$ cat config.mk
export PLATFORM = sky130hd
export DESIGN_NAME = rtc_flags_ctl
export DESIGN_NICKNAME = d
export VERILOG_FILES = /design/src/rtc_ctl_pkg.sv /design/src/rtc_reg_mem.sv /design/src/rtc_flags_ctl.sv
export SDC_FILE = /design/constraint.sdc
export NUM_CORES = 1
export LEC_CHECK = 0
export BUFFER_PORTS_ARGS = -buffer_cell sky130_fd_sc_hd__buf_2
export CAP_MARGIN = 20
export CORE_MARGIN = 4
export CORE_UTILIZATION = 31
export DETAILED_ROUTE_END_ITERATION = 8
export SETUP_SLACK_MARGIN = 0.4
export SYNTH_ARGS = -nofsm -noshare
export SYNTH_HDL_FRONTEND = slang
export SYNTH_SLANG_ARGS = --single-unit
$ cat constraint.sdc
create_clock -name clk_i -period 4.4 [get_ports clk_i]
set_input_delay 0.44 -clock clk_i [delete_from_list [all_inputs] [get_ports clk_i]]
set_output_delay 0.44 -clock clk_i [all_outputs]
set_load 0.05 [all_outputs]
$ cat src/rtc_ctl_pkg.sv
/*
 * Constants for the clock control block: register offsets, field positions,
 * reset values and timing counts. Assumes a 20 MHz system clock.
 */
package rtc_ctl_pkg;
    localparam int          ADDR_W         = 15;
    localparam int          DATA_W         = 8;
    localparam logic [14:0] FLAGS_CTRL_OFS = 15'h7ff0;
    localparam logic [14:0] USER_BYTE_OFS  = 15'h7ff1;
    localparam logic [14:0] ALARM_SEC_OFS  = 15'h7ff2;
    localparam logic [14:0] TIME_LO_OFS    = 15'h7ff9;
    localparam logic [14:0] TIME_HI_OFS    = 15'h7fff;
    localparam int          TIME_REGS      = 7;
    localparam int          TIME_SEC_IDX   = 0;
    localparam int          TIME_YEAR_IDX  = 6;
    // Flags/control bit positions, then the alarm-seconds skip bit
    localparam int          BIT_WDOG       = 7;
    localparam int          BIT_ALARM      = 6;
    localparam int          BIT_SUPPLY     = 5;
    localparam int          BIT_CENTURY    = 4;
    localparam int          BIT_TEST       = 3;
    localparam int          BIT_TUNE       = 2;
    localparam int          BIT_FREEZE     = 1;
    localparam int          BIT_SNAP       = 0;
    localparam int          BIT_SKIP       = 7;
    localparam logic [7:0]  CTRL_RST       = 8'h00;
    localparam logic [7:0]  USER_RST       = 8'h00;
    localparam logic [7:0]  ALARM_SEC_RST  = 8'h00;
    localparam logic [7:0]  YEAR_WRAP      = 8'h99;
    localparam logic [7:0]  SEC_MASK       = 8'h7f;
    // 512 Hz square wave: toggle every half period
    localparam int          CLK_HZ         = 20_000_000;
    localparam int          TUNE_HZ        = 512;
    localparam int          TUNE_HALF_CYC  = CLK_HZ / (2 * TUNE_HZ);
endpackage

$ cat src/rtc_reg_mem.sv
/*
 * Small register memory for the seven host-visible time bytes.
 * Assumes one write port and a separate read port, one write per cycle; read data registered.
 */
`timescale 1ns/100ps
module rtc_reg_mem #(
    parameter int DEPTH = 7,
    parameter int AW    = 3
) (
    input  wire logic          clk_i,
    input  wire logic          we_i,
    input  wire logic [AW-1:0] waddr_i,
    input  wire logic [7:0]    wdata_i,
    input  wire logic [AW-1:0] raddr_i,
    output logic      [7:0]    rdata_o
);
    logic [7:0] mem_r [DEPTH];

    always_ff @(posedge clk_i) begin
        if (we_i) begin
            mem_r[waddr_i] <= wdata_i;
        end
        rdata_o <= mem_r[raddr_i];
    end
endmodule

$ cat src/rtc_flags_ctl.sv
/*
 * Clock flags/control, user byte and alarm-seconds registers, with the
 * freeze-and-load and snapshot handshakes to the timekeeping counters.
 * Assumes host strobes synchronous to clk_i, one access per strobe pulse,
 * and counters outside that report their update and rollover events.
 */
`timescale 1ns/100ps
module rtc_flags_ctl
    import rtc_ctl_pkg::*;
#(
    parameter int HALF_CYC = TUNE_HALF_CYC
) (
    input  wire logic                        clk_i,
    input  wire logic                        rstn_i,
    input  wire logic                        rd_i,
    input  wire logic                        wr_i,
    input  wire logic [rtc_ctl_pkg::ADDR_W-1:0] addr_i,
    input  wire logic [rtc_ctl_pkg::DATA_W-1:0] wdata_i,
    output logic      [rtc_ctl_pkg::DATA_W-1:0] rdata_o,
    output logic                             rvalid_o,
    input  wire logic                        supply_low_i,
    input  wire logic                        year_wrap_i,
    input  wire logic                        alarm_hit_i,
    input  wire logic                        wdog_expired_i,
    input  wire logic                        irq_req_i,
    input  wire logic                        update_busy_i,
    input  wire logic [7:0]                  count_sec_i,
    input  wire logic [7:0]                  count_byte_i,
    output logic      [2:0]                  count_idx_o,
    input  wire logic [7:0]                  count_year_i,
    output logic                             freeze_o,
    output logic                             load_o,
    output logic      [7:0]                  load_data_o,
    output logic                             tune_o,
    output logic                             test_mode_o,
    output logic                             seconds_match_o,
    output logic                             irq_o,
    output logic                             tune_wave_o
);
    import rtc_ctl_pkg::*;

    typedef enum logic [1:0] {IDLE, WAIT_UPD, CAPTURE, LOAD} seq_t;

    function automatic logic is_time(input logic [ADDR_W-1:0] a);
        return (a >= TIME_LO_OFS) && (a <= TIME_HI_OFS);
    endfunction

    logic [7:0]  ctrl_r;
    logic [7:0]  user_r;
    logic [7:0]  alarm_sec_r;
    logic        wdog_r, alarm_r, supply_r, century_r;
    logic [2:0]  idx_r;
    logic        rd_pend_r;
    logic [ADDR_W-1:0] raddr_r;
    logic [7:0]  dir_rdata_r;
    logic [$clog2(HALF_CYC+1)-1:0] tune_cnt_r;
    logic        tune_wave_r;
    seq_t        state_r, state_nxt;

    wire sel_ctrl  = addr_i == FLAGS_CTRL_OFS;
    wire sel_user  = addr_i == USER_BYTE_OFS;
    wire sel_alarm = addr_i == ALARM_SEC_OFS;
    wire sel_time  = is_time(addr_i);
    wire rd_ctrl   = rd_i && sel_ctrl;
    wire wr_ctrl   = wr_i && sel_ctrl;
    wire [2:0] host_idx = 3'(addr_i - TIME_LO_OFS);
    wire [7:0] ctrl_nxt = wr_ctrl ? wdata_i : ctrl_r;
    // No capture while frozen, host-written values would be lost
    wire snap_rise = wr_ctrl && wdata_i[BIT_SNAP] && !ctrl_r[BIT_SNAP]
                     && !ctrl_nxt[BIT_FREEZE];
    wire freeze_fall = wr_ctrl && !wdata_i[BIT_FREEZE] && ctrl_r[BIT_FREEZE];

    // Time memory: host writes and snapshot copies share the write port; loads share the read port with host reads
    wire       copying  = state_r == CAPTURE;
    wire       mem_we   = copying || (wr_i && sel_time);
    wire [2:0] mem_widx = copying ? idx_r : host_idx;
    wire [7:0] mem_wdat = copying ? count_byte_i : wdata_i;
    wire [2:0] mem_ridx = (state_r == LOAD) ? idx_r : host_idx;
    wire [7:0] mem_rdata;

    rtc_reg_mem #(.DEPTH(TIME_REGS), .AW(3)) u_time_mem (
        .clk_i   (clk_i),
        .we_i    (mem_we),
        .waddr_i (mem_widx),
        .wdata_i (mem_wdat),
        .raddr_i (mem_ridx),
        .rdata_o (mem_rdata)
    );

    always_comb begin
        state_nxt = state_r;
        case (state_r)
            IDLE: begin
                if (freeze_fall) begin
                    state_nxt = LOAD;
                end else if (snap_rise) begin
                    state_nxt = update_busy_i ? WAIT_UPD : CAPTURE;
                end
            end
            WAIT_UPD: begin
                if (!update_busy_i) begin
                    state_nxt = CAPTURE;
                end
            end
            CAPTURE: begin
                if (idx_r == 3'(TIME_REGS - 1)) begin
                    state_nxt = IDLE;
                end
            end
            LOAD: begin
                if (idx_r == 3'(TIME_REGS)) begin
                    state_nxt = IDLE;
                end
            end
            default: state_nxt = IDLE;
        endcase
    end

    wire [2:0] idx_nxt = (state_r == state_nxt) ? idx_r + 3'h1 : 3'h0;

    always_ff @(posedge clk_i) begin
        if (!rstn_i) begin
            state_r <= IDLE;
            idx_r   <= 3'h0;
        end else begin
            state_r <= state_nxt;
            idx_r   <= idx_nxt;
        end
    end

    // Loads lag the memory read by one cycle
    // Capture index leads, so the counter byte matches idx_r when written
    always_ff @(posedge clk_i) begin
        if (!rstn_i) begin
            load_o      <= 1'b0;
            load_data_o <= 8'h00;
            count_idx_o <= 3'h0;
        end else begin
            load_o      <= (state_r == LOAD) && (idx_r != 3'h0);
            load_data_o <= mem_rdata;
            count_idx_o <= (state_r == LOAD) ? idx_r - 3'h1 : idx_nxt;
        end
    end

    // Supply-fail sticky, set beats read clear
    // Century sticky, set beats read clear
    always_ff @(posedge clk_i) begin
        if (!rstn_i) begin
            supply_r  <= 1'b0;
            century_r <= 1'b0;
            wdog_r    <= 1'b0;
            alarm_r   <= 1'b0;
        end else begin
            supply_r  <= supply_low_i || (supply_r && !rd_ctrl);
            century_r <= year_wrap_i || (century_r && !rd_ctrl);
            wdog_r    <= wdog_expired_i || (wdog_r && !rd_ctrl);
            alarm_r   <= alarm_hit_i || (alarm_r && !rd_ctrl);
        end
    end

    always_ff @(posedge clk_i) begin
        if (!rstn_i) begin
            ctrl_r      <= CTRL_RST;
            user_r      <= USER_RST;
            alarm_sec_r <= ALARM_SEC_RST;
        end else begin
            ctrl_r <= ctrl_nxt;
            if (wr_i && sel_user) begin
                user_r <= wdata_i;
            end
            if (wr_i && sel_alarm) begin
                alarm_sec_r <= wdata_i;
            end
        end
    end

    // Flags read back as sticky bits, cleared by that read; direct registers read in two cycles
    wire [7:0] ctrl_view = {wdog_r, alarm_r, supply_r, century_r, ctrl_r[3:0]};
    wire [7:0] dir_rdata = sel_ctrl  ? ctrl_view :
                           sel_user  ? user_r :
                           sel_alarm ? alarm_sec_r : 8'h00;

    always_ff @(posedge clk_i) begin
        if (!rstn_i) begin
            rd_pend_r   <= 1'b0;
            raddr_r     <= '0;
            dir_rdata_r <= 8'h00;
            rvalid_o    <= 1'b0;
        end else begin
            rd_pend_r   <= rd_i;
            raddr_r     <= addr_i;
            dir_rdata_r <= dir_rdata;
            rvalid_o    <= rd_pend_r;
        end
    end

    always_ff @(posedge clk_i) begin
        if (!rstn_i) begin
            rdata_o <= 8'h00;
        end else if (rd_pend_r) begin
            rdata_o <= is_time(raddr_r) ? mem_rdata : dir_rdata_r;
        end
    end

    wire sec_equal = (alarm_sec_r & SEC_MASK) == (count_sec_i & SEC_MASK);
    assign seconds_match_o = alarm_sec_r[BIT_SKIP] || sec_equal;

    assign freeze_o    = ctrl_r[BIT_FREEZE];
    // Test bit only passed through; host keeps it zero
    assign test_mode_o = ctrl_r[BIT_TEST];
    assign tune_o      = ctrl_r[BIT_TUNE];

    assign irq_o       = irq_req_i && !ctrl_r[BIT_TUNE];
    assign tune_wave_o = tune_wave_r;

    always_ff @(posedge clk_i) begin
        if (!rstn_i || !ctrl_r[BIT_TUNE]) begin
            tune_cnt_r  <= '0;
            tune_wave_r <= 1'b0;
        end else if (tune_cnt_r == ($bits(tune_cnt_r))'(HALF_CYC - 1)) begin
            tune_cnt_r  <= '0;
            tune_wave_r <= !tune_wave_r;
        end else begin
            tune_cnt_r <= tune_cnt_r + 1'b1;
        end
    end

    wire unused_ok = ^{count_year_i};
endmodule

==> results of run 1 <==
==> power by group through the flow <==
stage | registers [W] | logic, W | clock network [W]
floorplan | 0.00161 | 0.000126 | 0
global placement | 0.00157 | 0.000257 | 0
detailed placement | 0.00157 | 0.000259 | 0
CTS | 0.00154 | 0.000260 | 0.00149
global route | 0.00154 | 0.000280 | 0.00155
finish | 0.00154 | 0.000256 | 0.00147
==> per-stage QoR <==
step | util [%] | worst slack, ns | area (µm²) | total power [W]
2_1_floorplan | - | 2.28 | 6380 | 0.00174
3_3_place_gp | 34.5 | 1.46 | 6990 | 0.00183
3_5_place_dp | 34.5 | 1.44 | 6990 | 0.00183
4_1_cts | 37.5 | 1.88 | 7600 | 0.00329
5_1_grt | 37.5 | 1.66 | 7600 | 0.00337
6_report | 37.5 | 1.88 | 7600 | 0.00326
==> state kept, by name, indices dropped and copies added (netlist names), 3 cells and up <==
signal              flops
tune_cnt_r             15
load_data_o             8
alarm_sec_r             8
raddr_r                15
dir_rdata_r             8
u_time_mem.rdata_o      8
u_time_mem.mem_r       56
ctrl_r                  4
idx_r                   3
rdata_o                 8
count_idx_o             3
user_r                  8
==> layout by cell type, fill, tap and decap left out, types with 9 or more instances in the layout <==
| cell | netlist | final |
|---|---|---|
| mux2i_1 | 20 | 20 |
| nand2_1 | 100 | 100 |
| dfxtp_1 | 98 | 98 |
| nor2_1 | 44 | 44 |
| xor2_1 | 13 | 13 |
| inv_1 | 13 | 13 |
| edfxtp_1 | 56 | 56 |
| a21oi_1 | 11 | 11 |
| clkbuf_16 | 0 | 19 |
| nor2b_1 | 20 | 20 |
| ha_1 | 12 | 12 |
| and2_1 | 26 | 26 |
| buf_2 | 7 | 74 |
| nand3_1 | 33 | 33 |
| xnor2_1 | 9 | 9 |
==> critical path, stage by stage <==
cell and delay, ns:
buf_2 0.09, nand4_2 0.18, nor4b_4 0.72, and2_0 0.68, a222oi_1 0.25, nor3b_1 0.42
==> worst min-delay path by stage <==
stage,to,slack [ns],from
2_1_floorplan,tune_cnt_r[0],0.43,tune_cnt_r[0]
3_3_place_gp,tune_cnt_r[0],0.44,tune_cnt_r[0]
3_5_place_dp,tune_cnt_r[0],0.46,tune_cnt_r[0]
4_1_cts,raddr_r[12],0.22,addr_i[12]
5_1_grt,raddr_r[14],0.24,addr_i[14]
6_report,raddr_r[14],0.23,addr_i[14]
==> logic make-up (layout without fill, tap and decap cells) <==
family | Yosys count | in the layout
AOI/OAI and AO/OA | 76 | 76
adders and majority gates | 12 | 12
buffers and inverters | 44 | 123
DFF | 154 | 154
and+or+nand+nor | 272 | 272
xor gates and xnor gates | 22 | 22
muxes | 21 | 21
==> layout make-up <==
type / count / share of cell area, %
Clock buffer: 20 / 6.44
Clock inverter: 12 / 1.55
Inverter: 13 / 0.642
Multi-Input combinational cell: 403 / 33.7
Sequential cell: 154 / 48.0
Tap cell: 270 / 4.45
Timing Repair Buffer: 78 / 5.27
==> metal layers <==
layer	up-vias	GRT usage [%]	routed length (µm)
met2	114	21.2	7080
met1	2124	17.9	6770
met4	0	4.71	208
met5	-	0	0
li1	2251	-	-
met3	17	2.80	738
==> flow_summary_export.csv, run 1 <==
group,metric,value,unit
run_status,status,"complete, no violations",
layout,fin_cells,950,
worst_setup_path,required,4.68,ns
global_routing,grt_pass1_vias,4236,
worst_setup_path,endpoint,"dir_rdata_r[1]",
layout,seqCellArea,0.00364,mm²
global_routing,grt_pass1_wl,23100,µm
layout,final_nets,736,
synth,yosys-top-cells-area,"dfxtp_1 31%, edfxtp_1 26%, nand2_1 5.9%, mux2i_1 3.1%, nand3_1 2.6%",
power,comb_power_share,7.8,%
power,swShare,25.3,%
floorplan,io_pins,84,
timing,hold_slack,0.235,ns
timing,min_period,2.52,ns
drt,wl,14800,µm
place,port_buffers,74,
timing,finalSetupViolCount,0,
global_routing,antenna_found_initial,0,
worst_setup_path,arrival,2.80,ns
timing,fin_skew,0.00768,ns
synth,avgSynthCellArea,10.6,µm²
cts,ctsResizeCount,0,
worst_setup_path,rr_worst_depth,5,
cts,cts_tree,"yes",
worst_setup_path,path_class,"in2reg",
synth,synthTopCellsByCount,"100 x nand2_1, 98 x dfxtp_1, 56 x edfxtp_1, 44 x nor2_1, 33 x nand3_1",
power,p_sw,0.000826,W
floorplan,fp.dieH,151,µm
worst_setup_path,startpoint,"addr_i[7]",
floorplan,die-area,0.0229,mm²
global_routing,track_usage,13.3,%
timing,max_slew_margin,36.9,%
cts,cts_setup_buffers,0,
timing,rsz0062_at_grt,"no",
floorplan,row_count,52,
drt,drt-initial-drc-count,299,
floorplan,chipWidth,151,µm
drt,final_antenna_net_count,0,
power,pwr-share-seq,47.2,%
synth,yosysWarnings,0,
layout,n_fill_cell,1993,
drt,vias_per_cell,4.74,
place,hpwlAfterDp,10400,µm
floorplan,start_util,31.5,%
synth,synth_top_family_by_area,"simple AND/OR/NAND/NOR gates",
place,gp_congestion,0.789,
timing,clock.fmax,0.398,GHz
synth,synth_edf_count,56,
synth,syn_nets,670,
synth,synth_compound_area_share,9.71,%
global_routing,grt_remaining_overflow,0,
worst_setup_path,startpoint_type,"input port",
min_path,hp-class,"in2reg",
synth,synthCells,601,
drt,post_drt_wl_per_cell,15.6,µm
power,p_int,0.00243,W
worst_setup_path,timing.rr.start,"state_r[1]",
cts,numCtsBuffers,17,
floorplan,coreArea,0.0202,mm²
synth,synth_simple_gate_area_share,21.7,%
cts,path_clk_slew,0.06,ns
drt,vias,4506,
layout,diodes,0,
synth,synthArstFlopShare,0,%
timing,finalCritPeriodShare,57.2,%
synth,ys_seq_elements,154,
layout,drive_above_1_share,19.1,%
cts,ctsHoldBuffers,0,
cts,h-tree-depth,4,
synth,synth_xor_area_share,3.02,%
synth,synth-adder-area-share,2.35,%
synth,synth_flop_cell,"dfxtp_1",
place,post-place-cells,918,
cts,cts_buffer_depth,2,
drt,first_pass_iters,5,
timing,finalHoldViolations,0,
worst_setup_path,path_max_fanout,15,
synth,ys_types,56,
global_routing,grt_max_degree,55,
synth,seq_area_frac_synth,57.1,%
power,p_per_area,429,mW/mm²
timing,finalMaxSlewViolations,0,
timing,finalSetupTns,0,ns
synth,synth_top_cell_by_area,"dfxtp_1",
cts,clock-sinks,154,
job,maxCapViolations,0,
power,peakVddDrop,234,µV
layout,area_growth,19.1,%
synth,synth_area,0.00638,mm²
timing,tightestPinTransition,0.942,ns
cts,clk_latency,0.43,ns
min_path,worstHoldPathCells,2,
power,power.share.clock,45.0,%
synth,muxShareOfSynthArea,3.31,%
worst_setup_path,reg2reg_to,"u_time_mem.mem_r[5][5]",
power,leakagePower,3.03,nW
worst_setup_path,reg2reg_slack,1.92,ns
synth,synth_most_common_cell,"nand2_1",
drt,drc,0,
synth,synth_top_area_share,30.8,%
worst_setup_path,critPathCaptureType,"flip-flop",
cts,root_buffer,"clkbuf_16",
layout,multi_input_area,0.00256,mm²
Power figures use the tool's default switching activity.
==> run 2: changes to the inputs <==
- clock period: 4.4 -> 2.3 ns (I/O delays scaled with it)
==> flow_summary_export.csv, run 2 (same netlist as run 1, synthesis figures left out) <==
group,metric,value,unit
worst_setup_path,path_class,"reg2reg",
floorplan,die-area,0.0229,mm²
worst_setup_path,timing.rr.start,"idx_r[1]",
job,maxCapViolations,0,
timing,finalCritPeriodShare,86.3,%
drt,final_antenna_net_count,0,
drt,wl,14900,µm
floorplan,coreArea,0.0202,mm²
layout,top_register,"u_time_mem.mem_r",
timing,finalHoldViolations,0,
worst_setup_path,arrival,2.28,ns
cts,clk_latency,0.42,ns
layout,fin_cells,973,
timing,min_period,1.98,ns
layout,layout_common_cells,"99 x nand2_1, 93 x dfxtp_1, 73 x buf_2, 56 x edfxtp_1, 37 x nor2_1",
layout,n_fill_cell,1933,
timing,fin_skew,0.0100,ns
timing,max_slew_margin,52.3,%
place,pre_cts_ws,-0.0668,ns
worst_setup_path,critPathCaptureType,"flip-flop",
global_routing,grt_max_degree,37,
floorplan,start_util,31.5,%
cts,numCtsBuffers,17,
min_path,hp-class,"in2reg",
worst_setup_path,startpoint_type,"flip-flop",
power,leakagePower,3.16,nW
timing,finalSetupViolCount,0,
timing,rsz0062_at_grt,"yes",
worst_setup_path,rr_worst_depth,8,
layout,reg_top3,"u_time_mem.mem_r x56, raddr_r x15, tune_cnt_r x15",
cts,path_clk_slew,0.06,ns
drt,vias,4605,
floorplan,io_pins,84,
min_path,min_from,"alarm_hit_i",
worst_setup_path,endpoint,"count_idx_o[1]",
cts,clock-sinks,154,
floorplan,fp.dieH,151,µm
worst_setup_path,reg2reg_slack,0.32,ns
layout,final_core_util,39.1,%
floorplan,row_count,52,
cts,root_buffer,"clkbuf_16",
drt,drc,0,
global_routing,antenna_found_initial,0,
cts,cts_buffer_depth,2,
place,post-place-cells,938,
drt,vias_per_cell,4.73,
worst_setup_path,path_max_fanout,6,
layout,final_nets,759,
global_routing,track_usage,13.9,%
timing,tightestPinTransition,0.709,ns
worst_setup_path,startpoint,"idx_r[1]",
timing,setup_ws,0.316,ns
layout,diodes,0,
cts,h-tree-depth,4,
power,p_per_area,787,mW/mm²
power,p_total,0.00622,W
worst_setup_path,reg2reg_to,"count_idx_o[1]",
floorplan,chipWidth,151,µm
power,peakVddDrop,494,µV
run_status,status,"complete, no violations",
global_routing,grt_pass1_vias,4575,
global_routing,grt_remaining_overflow,0,
global_routing,grt_pass1_wl,24300,µm
timing,clock.fmax,0.504,GHz
place,gp_congestion,0.818,
worst_setup_path,required,2.59,ns
layout,area_growth,24.0,%
place,port_buffers,74,
timing,finalMaxSlewViolations,0,
drt,post_drt_wl_per_cell,15.3,µm
layout,drive_above_1_share,24.2,%
drt,drt-initial-drc-count,329,
cts,cts_tree,"yes",
place,hpwlAfterDp,10600,µm
drt,first_pass_iters,6,
layout,mostFrequentLayoutCell,"nand2_1",
layout,largest_reg_flops,56,
## run 2: layout make-up
cell class,instances,area [µm²],area share [%]
sequential,154,3650,46.2
multi-input combinational,403,2660,33.6
timing repair buffer,101,612,7.74
clock buffer,23,522,6.60
tap,270,338,4.27
clock inverter,9,75.1,0.949
inverter,13,48.8,0.617
## run 2: how the worst min path moves through the flow
stage / to / cells after the start / slack (ns)
floorplan: raddr_r[0] / 1 / 0.35
global placement: tune_cnt_r[0] / 1 / 0.44
detailed placement: tune_cnt_r[0] / 1 / 0.45
CTS: century_r / 3 / 0.01
global route: wdog_r / 3 / 0.02
finish: alarm_r / 3 / 0.03
## run 2: worst max-delay path: stages (launching register included)
cell and delay [ns]:
dfxtp_4 0.35, ha_4 0.16, ha_4 0.16, mux2_4 0.26, a32oi_2 0.19, nand2_1 0.09
o221a_4 0.29, a31oi_4 0.25, o311ai_2 0.11
## run 2: timing repair
action                                  CTS  global route
gates resized for setup                  15            13
hold buffers                              0             0
buffers inserted                          3             0
pin swaps                                 4             6
endpoints found under the setup margin   63            63
## run 2: where the power goes
part	switching (W)	internal, W
combinational	0.000346	0.000199
clock	0.00111	0.00162
sequential	0.0000444	0.00290
## run 2: metal layers
layer	vias up	GRT usage, %	routed length (µm)
met5	-	0	0
met4	0	5.12	267
met3	16	3.60	764
met2	109	21.7	7000
met1	2165	18.5	6870
li1	2315	-	-
## run 2: through the flow
stage | TNS, ns | hold slack (ns) | area (µm²)
detailed placement | -1.20 | 0.452 | 7180
floorplan | 0 | 0.352 | 6400
global placement | 0 | 0.441 | 7180
global route | 0 | 0.0237 | 7910
finish | 0 | 0.0323 | 7910
CTS | 0 | 0.0112 | 7860
